<file path="config.mk">
export PLATFORM = sky130hd
export DESIGN_NAME = pmh_top
export DESIGN_NICKNAME = d
export VERILOG_FILES = /design/src/pmh_pkg.sv /design/src/pmh_top.sv /design/src/pmh_sync.sv
export SDC_FILE = /design/constraint.sdc
export NUM_CORES = 1
export LEC_CHECK = 0
export ABC_CLOCK_PERIOD_IN_PS = 10200
export BUFFER_PORTS_ARGS = -buffer_cell sky130_fd_sc_hd__buf_2
export CAP_MARGIN = 10
export CORE_MARGIN = 2
export CORE_UTILIZATION = 65
export CTS_BUF_LIST = sky130_fd_sc_hd__clkbuf_8
export CTS_CLUSTER_DIAMETER = 150
export DETAILED_ROUTE_END_ITERATION = 7
export PLACE_DENSITY = 0.88
export RECOVER_POWER = 50
export SLEW_MARGIN = 20
export SYNTH_ARGS = -nofsm -noshare
export SYNTH_HDL_FRONTEND = slang
export SYNTH_SLANG_ARGS = --single-unit
</file>
<file path="constraint.sdc">
create_clock -name i_core_clk -period 10.2 [get_ports i_core_clk]
set_input_delay 0.51 -clock i_core_clk [delete_from_list [all_inputs] [get_ports i_core_clk]]
set_output_delay 0.51 -clock i_core_clk [all_outputs]
set_load 0.05 [all_outputs]
</file>
<file path="src/pmh_pkg.sv">
package pmh_pkg;
  // ----------------------------------------
  // Register map (byte addresses)
  // ----------------------------------------
  localparam logic [7:0] ADDR_CTRL = 8'h00;
  localparam logic [7:0] ADDR_STATUS = 8'h04;
  localparam logic [7:0] ADDR_CMD = 8'h08;
  localparam logic [7:0] ADDR_THRESH = 8'h0C;
  localparam logic [7:0] ADDR_SENSOR = 8'h10;
  localparam logic [7:0] ADDR_HDR_CNT = 8'h14;
  // ----------------------------------------
  // Control fields
  // ----------------------------------------
  localparam int CTRL_EXT_STOP = 0;
  localparam int CTRL_PC_LOG = 1;
  localparam int CTRL_USB_LOG = 2;
  localparam int CTRL_RDY_CTRL = 3;
  localparam int CTRL_INT_START = 4;
  localparam int CTRL_ZERO_EN = 5;
  localparam int CTRL_WARN_EN = 6;
  localparam int CTRL_HOST_MODE = 7;
  localparam logic [31:0] CTRL_RESET = 32'h0000_0029;
  // ----------------------------------------
  // Command fields (write-one pulses, except the verdict data bit)
  // ----------------------------------------
  localparam int CMD_INT_START = 0;
  localparam int CMD_INT_STOP = 1;
  localparam int CMD_EVAL_DONE = 2;
  localparam int CMD_VERDICT = 3;
  localparam int CMD_PC_DONE = 4;
  localparam int CMD_USB_DONE = 5;
  localparam int CMD_USB_ERR = 6;
  localparam int CMD_ZERO_DONE = 7;
  localparam int CMD_ERR_CLR = 8;
  localparam int CMD_SEL_DONE = 9;
  // ----------------------------------------
  // Timing
  // ----------------------------------------
  localparam int CLK_MHZ = 100;
  localparam int HDR_DELAY_MS = 1500;
  localparam int HDR_DELAY_CYC = HDR_DELAY_MS * CLK_MHZ * 1000;
  localparam int SYNC_STAGES = 2;
  localparam int PROG_W = 4;
  localparam logic [31:0] THRESH_RESET = 32'h0000_0000;
  typedef enum {
    ST_IDLE, ST_SELECT, ST_SEL_ACK, ST_ACQUIRE, ST_EVAL, ST_LOG, ST_HEADER, ST_ZERO, ST_ERROR
  } pmh_state_t;
endpackage

</file>
<file path="src/pmh_top.sv">
`timescale 1ns/1ps
// Overview of operation
// - Select strobe drops ready flag
// - Echo lines show newly selected program
// - Acknowledge raised; controller then drops strobe
// - Ready returns; acknowledge clears after strobe drops
// - Measuring holds pass, fail high, ready low
// - Verdict encoded on pass and fail
// - Ready high after evaluation without logging
// - Request drop ignored unless external stop
// - PC logging holds ready until transfer done
// - Host logging output high when host mode control bit set
// - USB logging start: internal or request input
// - Acquisition output high; its fall starts evaluation
// - Ready waits for evaluation and USB write
// - USB failure lights lamp, withholds ready
// - First USB measurement delays ready once
// - Clearing ready control option disables USB hold
// - Zero request drops ready until zeroing done
// - Warning when sensor exceeds enabled threshold
// - Warning cleared by clean zeroing or disable
module pmh_top
  import pmh_pkg::*;
#(
  parameter int HDR_CYCLES = HDR_DELAY_CYC,
  parameter int PROG_WIDTH = PROG_W
) (
  input wire logic i_core_clk,
  input wire logic i_rst,
  input wire logic [PROG_WIDTH-1:0] i_program_select_lines,
  input wire logic i_select_strobe,
  input wire logic i_measure_request,
  input wire logic i_zero_request,
  output logic [PROG_WIDTH-1:0] o_program_echo_lines,
  output logic o_select_ack,
  output logic o_ready,
  output logic o_result_pass,
  output logic o_result_fail,
  output logic o_host_logging_active,
  output logic o_acquisition_active,
  output logic o_error_lamp,
  output logic o_zero_warning,
  input wire logic [31:0] haddr,
  input wire logic [1:0] htrans,
  input wire logic hwrite,
  input wire logic [2:0] hsize,
  input wire logic [31:0] hwdata,
  input wire logic hsel,
  input wire logic hready,
  output logic [31:0] hrdata,
  output logic hreadyout,
  output logic hresp
);
  import pmh_pkg::*;

  // ----------------------------------------
  // Parameter checks
  // ----------------------------------------
  if (PROG_WIDTH < 1 || PROG_WIDTH > 16) begin : g_bad_width
    $error("PROG_WIDTH out of range");
  end
  if (HDR_CYCLES < 1) begin : g_bad_hdr
    $error("HDR_CYCLES must be positive");
  end

  // ----------------------------------------
  // Input synchronisation
  // ----------------------------------------
  localparam int SW = PROG_WIDTH + 3;
  logic [SW-1:0] sync_out;
  logic [PROG_WIDTH-1:0] prog_s;
  logic strobe_s;
  logic meas_s;
  logic zero_s;
  logic meas_d_ff;
  logic zero_d_ff;
  logic meas_rise;
  logic meas_fall;
  logic zero_rise;

  pmh_sync #(.WIDTH(SW)) u_sync (
    .i_core_clk(i_core_clk),
    .i_rst(i_rst),
    .i_async({i_program_select_lines, i_select_strobe, i_measure_request, i_zero_request}),
    .o_sync(sync_out)
  );
  assign prog_s = sync_out[SW-1:3];
  assign strobe_s = sync_out[2];
  assign meas_s = sync_out[1];
  assign zero_s = sync_out[0];
  assign meas_rise = meas_s & ~meas_d_ff;
  assign meas_fall = ~meas_s & meas_d_ff;
  assign zero_rise = zero_s & ~zero_d_ff;

  // ----------------------------------------
  // AHB-Lite slave
  // ----------------------------------------
  logic [31:0] ctrl_ff;
  logic [31:0] thresh_ff;
  logic [31:0] sensor_ff;
  logic wr_pend_ff;
  logic [7:0] wr_addr_ff;
  logic [7:0] rd_addr;
  logic addr_valid;
  logic wr_ctrl;
  logic wr_cmd;
  logic wr_thresh;
  logic wr_sensor;
  logic [31:0] cmd;
  logic [31:0] status_word;
  logic [31:0] nxt_hrdata;
  logic [31:0] hrdata_ff;

  assign addr_valid = hsel & hready & htrans[1];
  assign rd_addr = haddr[7:0];
  assign wr_ctrl = wr_pend_ff & (wr_addr_ff == ADDR_CTRL);
  assign wr_cmd = wr_pend_ff & (wr_addr_ff == ADDR_CMD);
  assign wr_thresh = wr_pend_ff & (wr_addr_ff == ADDR_THRESH);
  assign wr_sensor = wr_pend_ff & (wr_addr_ff == ADDR_SENSOR);
  assign cmd = wr_cmd ? hwdata : 32'h0000_0000;
  assign hreadyout = 1'b1;
  assign hresp = 1'b0;
  assign hrdata = hrdata_ff;

  always_ff @(posedge i_core_clk or posedge i_rst) begin
    if (i_rst) begin
      wr_pend_ff <= 1'b0;
      wr_addr_ff <= 8'h00;
      hrdata_ff <= 32'h0000_0000;
    end else begin
      wr_pend_ff <= addr_valid & hwrite;
      wr_addr_ff <= rd_addr;
      hrdata_ff <= (addr_valid & ~hwrite) ? nxt_hrdata : 32'h0000_0000;
    end
  end

  always_ff @(posedge i_core_clk or posedge i_rst) begin
    if (i_rst) begin
      ctrl_ff <= CTRL_RESET;
      thresh_ff <= THRESH_RESET;
      sensor_ff <= 32'h0000_0000;
    end else begin
      if (wr_ctrl) ctrl_ff <= hwdata;
      if (wr_thresh) thresh_ff <= hwdata;
      if (wr_sensor) sensor_ff <= hwdata;
    end
  end

  // ----------------------------------------
  // Sequencer
  // ----------------------------------------
  pmh_state_t state_ff;
  pmh_state_t nxt_state;
  logic [PROG_WIDTH-1:0] echo_ff;
  logic ack_ff;
  logic pass_ff;
  logic fail_ff;
  logic err_ff;
  logic warn_ff;
  logic hdr_done_ff;
  logic zero_done_ff;
  logic [31:0] hdr_cnt_ff;
  logic ext_stop;
  logic usb_hold;
  logic start_req;
  logic stop_req;
  logic warn_hit;
  logic ready;

  assign ext_stop = ctrl_ff[CTRL_EXT_STOP];
  assign usb_hold = ctrl_ff[CTRL_USB_LOG] & ctrl_ff[CTRL_RDY_CTRL];
  assign start_req = (ctrl_ff[CTRL_USB_LOG] & ctrl_ff[CTRL_INT_START]) ? cmd[CMD_INT_START] : meas_rise;
  assign stop_req = ext_stop ? meas_fall : cmd[CMD_INT_STOP];
  assign warn_hit = ctrl_ff[CTRL_WARN_EN] & (sensor_ff > thresh_ff);
  assign ready = (state_ff == ST_IDLE);

  // ----------------------------------------
  // Output drive
  // ----------------------------------------
  assign o_ready = ready;
  assign o_select_ack = ack_ff;
  assign o_program_echo_lines = echo_ff;
  assign o_result_pass = pass_ff;
  assign o_result_fail = fail_ff;
  assign o_acquisition_active = (state_ff == ST_ACQUIRE);
  assign o_host_logging_active = ctrl_ff[CTRL_HOST_MODE];
  assign o_error_lamp = err_ff;
  assign o_zero_warning = warn_ff;

  always_comb begin
    nxt_state = state_ff;
    case (state_ff)
      ST_IDLE: begin
        if (strobe_s && !ack_ff) begin
          nxt_state = ST_SELECT;
        end else if (start_req) begin
          nxt_state = ST_ACQUIRE;
        end else if (zero_rise && ctrl_ff[CTRL_ZERO_EN]) begin
          nxt_state = ST_ZERO;
        end
      end
      ST_SELECT: begin
        if (cmd[CMD_SEL_DONE]) nxt_state = ST_SEL_ACK;
      end
      ST_SEL_ACK: begin
        if (!strobe_s) nxt_state = ST_IDLE;
      end
      ST_ACQUIRE: begin
        if (stop_req) nxt_state = ST_EVAL;
      end
      ST_EVAL: begin
        if (cmd[CMD_EVAL_DONE]) begin
          if (ctrl_ff[CTRL_PC_LOG] || usb_hold) nxt_state = ST_LOG;
          else nxt_state = ST_IDLE;
        end
      end
      ST_LOG: begin
        if (usb_hold && cmd[CMD_USB_ERR]) begin
          nxt_state = ST_ERROR;
        end else if ((!ctrl_ff[CTRL_PC_LOG] || cmd[CMD_PC_DONE]) && (!usb_hold || cmd[CMD_USB_DONE])) begin
          nxt_state = (usb_hold && !hdr_done_ff) ? ST_HEADER : ST_IDLE;
        end
      end
      ST_HEADER: begin
        if (hdr_cnt_ff == 32'(HDR_CYCLES - 1)) nxt_state = ST_IDLE;
      end
      ST_ZERO: begin
        if ((cmd[CMD_ZERO_DONE] || zero_done_ff) && !zero_s) nxt_state = ST_IDLE;
      end
      ST_ERROR: begin
        if (cmd[CMD_ERR_CLR]) nxt_state = ST_IDLE;
      end
      default: nxt_state = ST_IDLE;
    endcase
  end

  always_ff @(posedge i_core_clk or posedge i_rst) begin
    if (i_rst) begin
      state_ff <= ST_IDLE;
      meas_d_ff <= 1'b0;
      zero_d_ff <= 1'b0;
      hdr_cnt_ff <= 32'h0000_0000;
    end else begin
      state_ff <= nxt_state;
      meas_d_ff <= meas_s;
      zero_d_ff <= zero_s;
      hdr_cnt_ff <= (state_ff == ST_HEADER) ? hdr_cnt_ff + 32'h0000_0001 : 32'h0000_0000;
    end
  end

  always_ff @(posedge i_core_clk or posedge i_rst) begin
    if (i_rst) begin
      echo_ff <= '0;
      ack_ff <= 1'b0;
    end else begin
      if (state_ff == ST_SELECT) echo_ff <= prog_s;
      if (nxt_state == ST_SEL_ACK) ack_ff <= 1'b1;
      else if (!strobe_s) ack_ff <= 1'b0;
    end
  end

  // Done command kept until the zero request is released
  always_ff @(posedge i_core_clk or posedge i_rst) begin
    if (i_rst) begin
      zero_done_ff <= 1'b0;
    end else if (state_ff != ST_ZERO) begin
      zero_done_ff <= 1'b0;
    end else if (cmd[CMD_ZERO_DONE]) begin
      zero_done_ff <= 1'b1;
    end
  end

  // ----------------------------------------
  // Result outputs
  // ----------------------------------------
  always_ff @(posedge i_core_clk or posedge i_rst) begin
    if (i_rst) begin
      pass_ff <= 1'b0;
      fail_ff <= 1'b0;
    end else if (nxt_state == ST_ACQUIRE) begin
      pass_ff <= 1'b1;
      fail_ff <= 1'b1;
    end else if (state_ff == ST_EVAL && cmd[CMD_EVAL_DONE]) begin
      pass_ff <= hwdata[CMD_VERDICT];
      fail_ff <= ~hwdata[CMD_VERDICT];
    end
  end

  // ----------------------------------------
  // Status flags
  // ----------------------------------------
  always_ff @(posedge i_core_clk or posedge i_rst) begin
    if (i_rst) begin
      err_ff <= 1'b0;
    end else if (nxt_state == ST_ERROR) begin
      err_ff <= 1'b1;
    end else if (cmd[CMD_ERR_CLR]) begin
      err_ff <= 1'b0;
    end
  end

  always_ff @(posedge i_core_clk or posedge i_rst) begin
    if (i_rst) begin
      hdr_done_ff <= 1'b0;
    end else if (state_ff == ST_HEADER) begin
      hdr_done_ff <= 1'b1;
    end else if (!ctrl_ff[CTRL_USB_LOG]) begin
      hdr_done_ff <= 1'b0;
    end
  end

  always_ff @(posedge i_core_clk or posedge i_rst) begin
    if (i_rst) begin
      warn_ff <= 1'b0;
    end else if (!ctrl_ff[CTRL_ZERO_EN]) begin
      warn_ff <= 1'b0;
    end else if (state_ff == ST_ZERO) begin
      warn_ff <= warn_hit;
    end
  end

  // ----------------------------------------
  // Read mux
  // ----------------------------------------
  assign status_word = {16'h0000, 4'h0, 4'(echo_ff), warn_ff, err_ff, fail_ff, pass_ff,
                        ack_ff, o_acquisition_active, ready, hdr_done_ff};

  always_comb begin
    case (rd_addr)
      ADDR_CTRL: nxt_hrdata = ctrl_ff;
      ADDR_STATUS: nxt_hrdata = status_word;
      ADDR_THRESH: nxt_hrdata = thresh_ff;
      ADDR_SENSOR: nxt_hrdata = sensor_ff;
      ADDR_HDR_CNT: nxt_hrdata = hdr_cnt_ff;
      default: nxt_hrdata = 32'h0000_0000;
    endcase
  end
endmodule // pmh_top

</file>
<file path="src/pmh_sync.sv">
`timescale 1ns/1ps
module pmh_sync #(
  parameter int WIDTH = 7
) (
  input wire logic i_core_clk,
  input wire logic i_rst,
  input wire logic [WIDTH-1:0] i_async,
  output logic [WIDTH-1:0] o_sync
);
  logic [WIDTH-1:0] meta_ff;
  logic [WIDTH-1:0] sync_ff;
  // ----------------------------------------
  // Two-stage synchroniser
  // ----------------------------------------
  always_ff @(posedge i_core_clk or posedge i_rst) begin
    if (i_rst) begin
      meta_ff <= '0;
      sync_ff <= '0;
    end else begin
      meta_ff <= i_async;
      sync_ff <= meta_ff;
    end
  end
  assign o_sync = sync_ff;
endmodule // pmh_sync

</file>
# Word-level counts from Yosys, hierarchy flattened
# Cells that the tools add are included.
word_totals:
  reg_bits: 228
  latchBits: 0
  ram_bits: 0
  mem_bits_ro: 0
  inputBits: 81
  n_memories: 0
classes:
  n_addsub: 1
  multipliers: 0
  n_div: 0
  n_lt_le_gt_ge: 1
  n_eq_ne: 28
  n_shift: 0
  mux: 35
  bitwise_logic: 19
  n_reduce_logical: 23
ops:
  columns: ["op", "n"]
  rows:
  - ["$mux W32", 14]
  - ["$pmux W32 S9", 1]
  - ["$eq A32 B3 Y1 const B", 7]
  - ["$pmux W32 S5", 1]
  - ["$eq A32 B4 Y1 const B", 4]
  - ["$eq A32 B2 Y1 const B", 3]
  - ["$logic_not A32 Y1", 2]
  - ["$add A32 B1 Y32 const B", 1]
  - ["$eq A32 B1 Y1 const B", 1]
  - ["$eq A32 B28 Y1 const B", 1]
  - ["$eq A32 B5 Y1 const B", 1]
  - ["$gt A32 B32 Y1", 1]
  - ["$ne A32 B4 Y1 const B", 1]
  - ["$eq A8 B4 Y1 const B", 3]
  - ["$eq A8 B5 Y1 const B", 3]
  - ["$logic_not A8 Y1", 2]
  - ["$mux W1", 16]
  - ["$and A1 B1 Y1", 14]
  - ["$mux W10", 1]
  - ["$eq A8 B3 Y1 const B", 1]
  - ["$logic_and A1 B1 Y1", 7]
  - ["$mux W3", 2]
  - ["$reduce_bool A2 Y1", 3]
  - ["$logic_not A1 Y1", 5]
  - ["other kinds (4)", 12]

# Logic depth before layout (Yosys ltp)
depth:
  ltp_word: 10
  depth_mapped: 10
  mapped_depth_nobuf: 10

# Modules after synthesis
# Synthesis repeated with hierarchy kept, for this count alone.
unflattened:
  cells_unflattened: 866
  area_unflattened_um2: 10458.8
modules_own_cells:
  columns: ["module", "n_inst", "cells_per_inst", "area_per_inst_um2"]
  rows:
  - ["pmh_top", 1, 851, 10104.7]
  - ["pmh_sync", 1, 15, 354.1]

# Least setup slack after synthesis
# Ideal clock, no wire load.
synth_timing:
  kind: "reg-to-reg"
  from: "register state_ff[5]"
  to: "register ack_ff, in the netlist o_select_ack"
  setup_ns: 0.092
  arrival_ns: 2.406
  t_required_ns: 10.108
  setup_slack_ns: 7.703
  path_stages_with_launch: 10
  path_buffers: 0
  period_less_slack_ns: 2.497
  path_cell_list: "dfrtp_1 > or4_4 > nor3_2 > nand3_1 > inv_1 > o311a_1 > nand3b_1 > o41a_4 > nand2_2 > o31ai_2"
synth_lines:
  columns: ["item", "line", "source"]
  rows:
  - ["from (decl)", "pmh_top.sv:152", "pmh_state_t state_ff;"]
  - ["from (signal assigned)", "pmh_top.sv:244", "state_ff <= nxt_state;"]
  - ["$eq A32 B4 Y1 (tied with other cells)", "pmh_top.sv:192", "case (state_ff)"]
  - ["$pmux W32 S9 *", "pmh_top.sv:192", null]
  - ["named net nxt_state[1]", "pmh_top.sv:153", "pmh_state_t nxt_state;"]
  - ["$eq A32 B3 Y1 *", "pmh_top.sv:257", "if (nxt_state == ST_SEL_ACK) ack_ff <= 1'b1;"]
  - ["$ne A2 B2 Y1 (no line) / $mux W1 (equally long branches)", null, null]
  - ["to (signal assigned)", "pmh_top.sv:254", "ack_ff <= 1'b0;"]
  - ["to (signal assigned)", "pmh_top.sv:257", null]
  - ["to (signal assigned)", "pmh_top.sv:258", "else if (!strobe_s) ack_ff <= 1'b0;"]
  - ["to (decl)", "pmh_top.sv:155", "logic ack_ff;"]
# The timed path passes the listed nets; every way through them passes the cells marked *.
# A chain may end at the register's enable or synchronous reset.

==> results.md <==
* Crit path capture type: async pin
* Maximum Capacitance Violations at 3
* TritonRoute pass-1 iters at 8
* Hold Fails Final Rpt at 0
* Clock skew after layout at around 0.013 ns
* Distinct cell type count after synthesis at 69
* Slew at the pin with the worst max-slew slack at about 6.3 ns
* GRT overflow at 0
* GR Layer Usage met1 at between 40% and 50%
* Flip-flop and latch count after synthesis at between 200 and 250
* Number of clock sinks at between 200 and 250
* IO Count at 127
* Weighted congestion at the end of routability-driven global placement at 0.912
* Vertical extent of the die at 129 um
* Sequential cell area fraction in the yosys report at a little under three fifths
* Average via count per standard cell at 6.30
* Per-cell routed wire length at between 15 and 20 um
* Via count of the first global-routing pass at 7,804
* Endpoints failing setup at 0
* Root cell of the clock tree: clkbuf_8
* First-pass GRT wire length at around 40,000 um
* Leading area contributor after synthesis: dfrtp_1
* Post-Synthesis Cell Area at 10,100 um2
* Tcrit/Tclk final at a little under half
* Buffers inserted by post-CTS timing repair at 0
* Number of buffers on the longest clock path at 3
* Setup slack at placement at 7.10 ns
* Final net count at roughly 1,100
* Clock buffers created by TritonCTS at 37
* Shortest period the worst path allows at about 4.8 ns
* Die outline width at approximately 130 um
* Fraction of synthesized area in multiplexers at approximately 9%
* Estimated wirelength of the detail-placed design at roughly 16,000 um
* Highest ir drop seen on vdd at between 100 and 150 uV
* Number of core rows at 45
* CP Class: in -> async
* DRC violation total after the first TritonRoute iteration at 900
* Synth Instances at between 800 and 900
* Met2 track demand over resource in global routing at a little under half
* Ratio of cells with drive above 1 in the final layout at 20.2%
* Final Max Slew Viols at 247
* Area share of and/or/nand/nor cells after synthesis at a little over an eighth
* Post-Synth XOR/XNOR Area at under 10%
* Number of enable-type register cells in the synthesized netlist at 0
* Starting density of the core at between 60% and 70%
* Post-synth top area share at a little under three fifths
* Status: complete, but fails checks
* # hold bufs at CTS at 0
* Yosys warns at 0
* Total detailed-routing wirelength at 24,400 um
* Arithmetic-cell share of the synthesized area counting full adders, half adders and majority gates at 4.09%
* P&R area growth vs syn at 13.3%
* RSZ-0062 raised after global routing: false
* Antenna fix cells at 0
* Launching element type of the critical path: input port
* Relative max-transition margin at -319%
* Post-CTS resize count at 0
* Aggregate negative setup slack at 0 ns
* Main combinational cell family by area after synthesis: simple AND/OR/NAND/NOR gates
* Worst skew pair latency at ~0.53 ns
* Most used flip-flop cell after synthesis: dfrtp_1
* Leakage power of the design at roughly 5.3 nW
* Number of antenna violations at the first check in global routing at 0
* Most numerous cell types in the synthesized netlist: dfrtp_1, nand2_1, mux2_2
* Area enclosed by the die boundary at between 15,000 and 20,000 um2
* PnR worst setup slack at 5.40 ns
* Hold crit path type: in -> reg
* Fmax at between 200 and 250 MHz
* TritonCTS clock tree: yes
* Met3 Resource Use GR at under 10%
* Total of buffers placed on input and output ports at between 90 and 100
* Largest net degree at the start of global routing at between 150 and 200
* Via count at a little under 8,000
* Global-route layer with the greatest usage: met2
* Number of nets with antenna violations after detailed routing at 0
* Violations in the final reports: design-rule violations, max-capacitance violations, max-slew violations
* Pwr dens at around 150 nW/um2
* Clock transition time at the flip-flop clock pins of the worst setup and hold paths at 0.06 ns
* Placeable Area at between 15,000 and 20,000 um2
* Largest fanout on the critical path at 151
* Syn Area/Cell at around 11 um2
* Most frequent cell after synthesis: dfrtp_1
* Complex-gate fraction of the synthesized area at between 10% and 20%
* Arrival time at the worst endpoint at between 5 and 6 ns
* Required @ worst endpoint at 10.72 ns
* Largest cells by area after synthesis: dfrtp_1, mux2_2, ha_1
* Ys async rst share at 100%
* DRC errors left at 21
* Maximum level of the CTS H-tree at 2
* Total Routing Usage GR at a little under a third
==> routing by layer <==
| metal | part of all wire (%) | routed length (um) | up-vias |
|---|---|---|---|
| met5 | 0 | 0 | - |
| met4 | 3.7 | 904 | 0 |
| met3 | 8.2 | 1990 | 88 |
| met2 | 48 | 11600 | 385 |
| met1 | 40 | 9880 | 3819 |
| li1 | - | - | 3412 |
==> stage by stage <==
stage	hold slack, ns	instances	utilization [%]	area [um2]	power (mW)
2_1_floorplan	0.331	910	-	10200	0.991
3_3_place_gp	0.333	1161	71.2	10800	1.02
3_5_place_dp	0.336	1161	71.2	10800	1.02
4_1_cts	0.0656	1223	75.7	11500	1.76
5_1_grt	0.0704	1223	75.2	11400	1.81
6_report	0.0915	1223	75.2	11400	1.75
==> final cells by class <==
cell class | instances | area, um2
flip-flops and latches | 228 | 5710
multi-input cells | 600 | 4170
fillers | 1034 | 3770
clock buffers | 45 | 619
repair buffers | 104 | 475
well taps | 188 | 235
inverters | 41 | 155
clock inverters | 17 | 72.6
==> path summary, 6_finish.rpt <==
check	from	to	slack [ns]	cells past startpoint
max	i_rst	state_ff[2]$_DFF_PP0_	5.40	3
max reg2reg	wr_addr_ff[1]$_DFF_PP0_	o_result_pass$_DFFE_PP0P_	6.95	8
min reg2reg	u_sync.meta_ff[0]$_DFF_PP0_	u_sync.o_sync[0]$_DFF_PP0_	0.35	0
min in group asynchronous	i_rst	hrdata[30]$_DFF_PP0_	1.97	2
max in group i_core_clk	haddr[3]	hrdata[9]$_DFF_PP0_	6.91	6
min	i_program_select_lines[1]	u_sync.meta_ff[4]$_DFF_PP0_	0.09	1
==> worst max-delay path, stage by stage <==
cell        delay, ns
buf_2            0.10
clkinvlp_2       3.47
buf_4            1.16
==> state kept, by name (all words and copies together), names as in the netlist, 4 cells and up <==
signal	flops
u_sync.meta_ff	7
hrdata	32
o_program_echo_lines	4
thresh_ff	32
u_sync.o_sync	7
hdr_cnt_ff	32
sensor_ff	32
ctrl_ff	32
wr_addr_ff	8
state_ff	32
==> cells by family (layout without fill, tap and decap cells) <==
kind of cell | after synthesis | after routing
and+or+nand+nor | 268 | 268
DFF | 228 | 228
AOI/OAI and AO/OA | 158 | 158
buffers and inverters | 82 | 207
muxes | 81 | 81
adders and majority gates | 33 | 33
xor gates and xnor gates | 30 | 30
other | 2 | 30
==> power breakdown <==
part           internal, mW  total (mW)  switching (mW)
sequential            0.926       0.937          0.0114
combinational        0.0244      0.0704          0.0460
clock                 0.396       0.738           0.342
total                  1.35        1.75           0.399
==> cells in the final DEF, fill, tap and decap left out, types with 33 or more instances in the layout <==
cell type    n
mux2_2      79
a21oi_1     45
buf_2       47
dfrtp_1    225
clkbuf_8    45
clkbuf_1    50
ha_1        33
nor2_1      55
o21ai_0     43
inv_1       52
nand2_1     96
No activity file was read; power rests on OpenSTA's default activity.
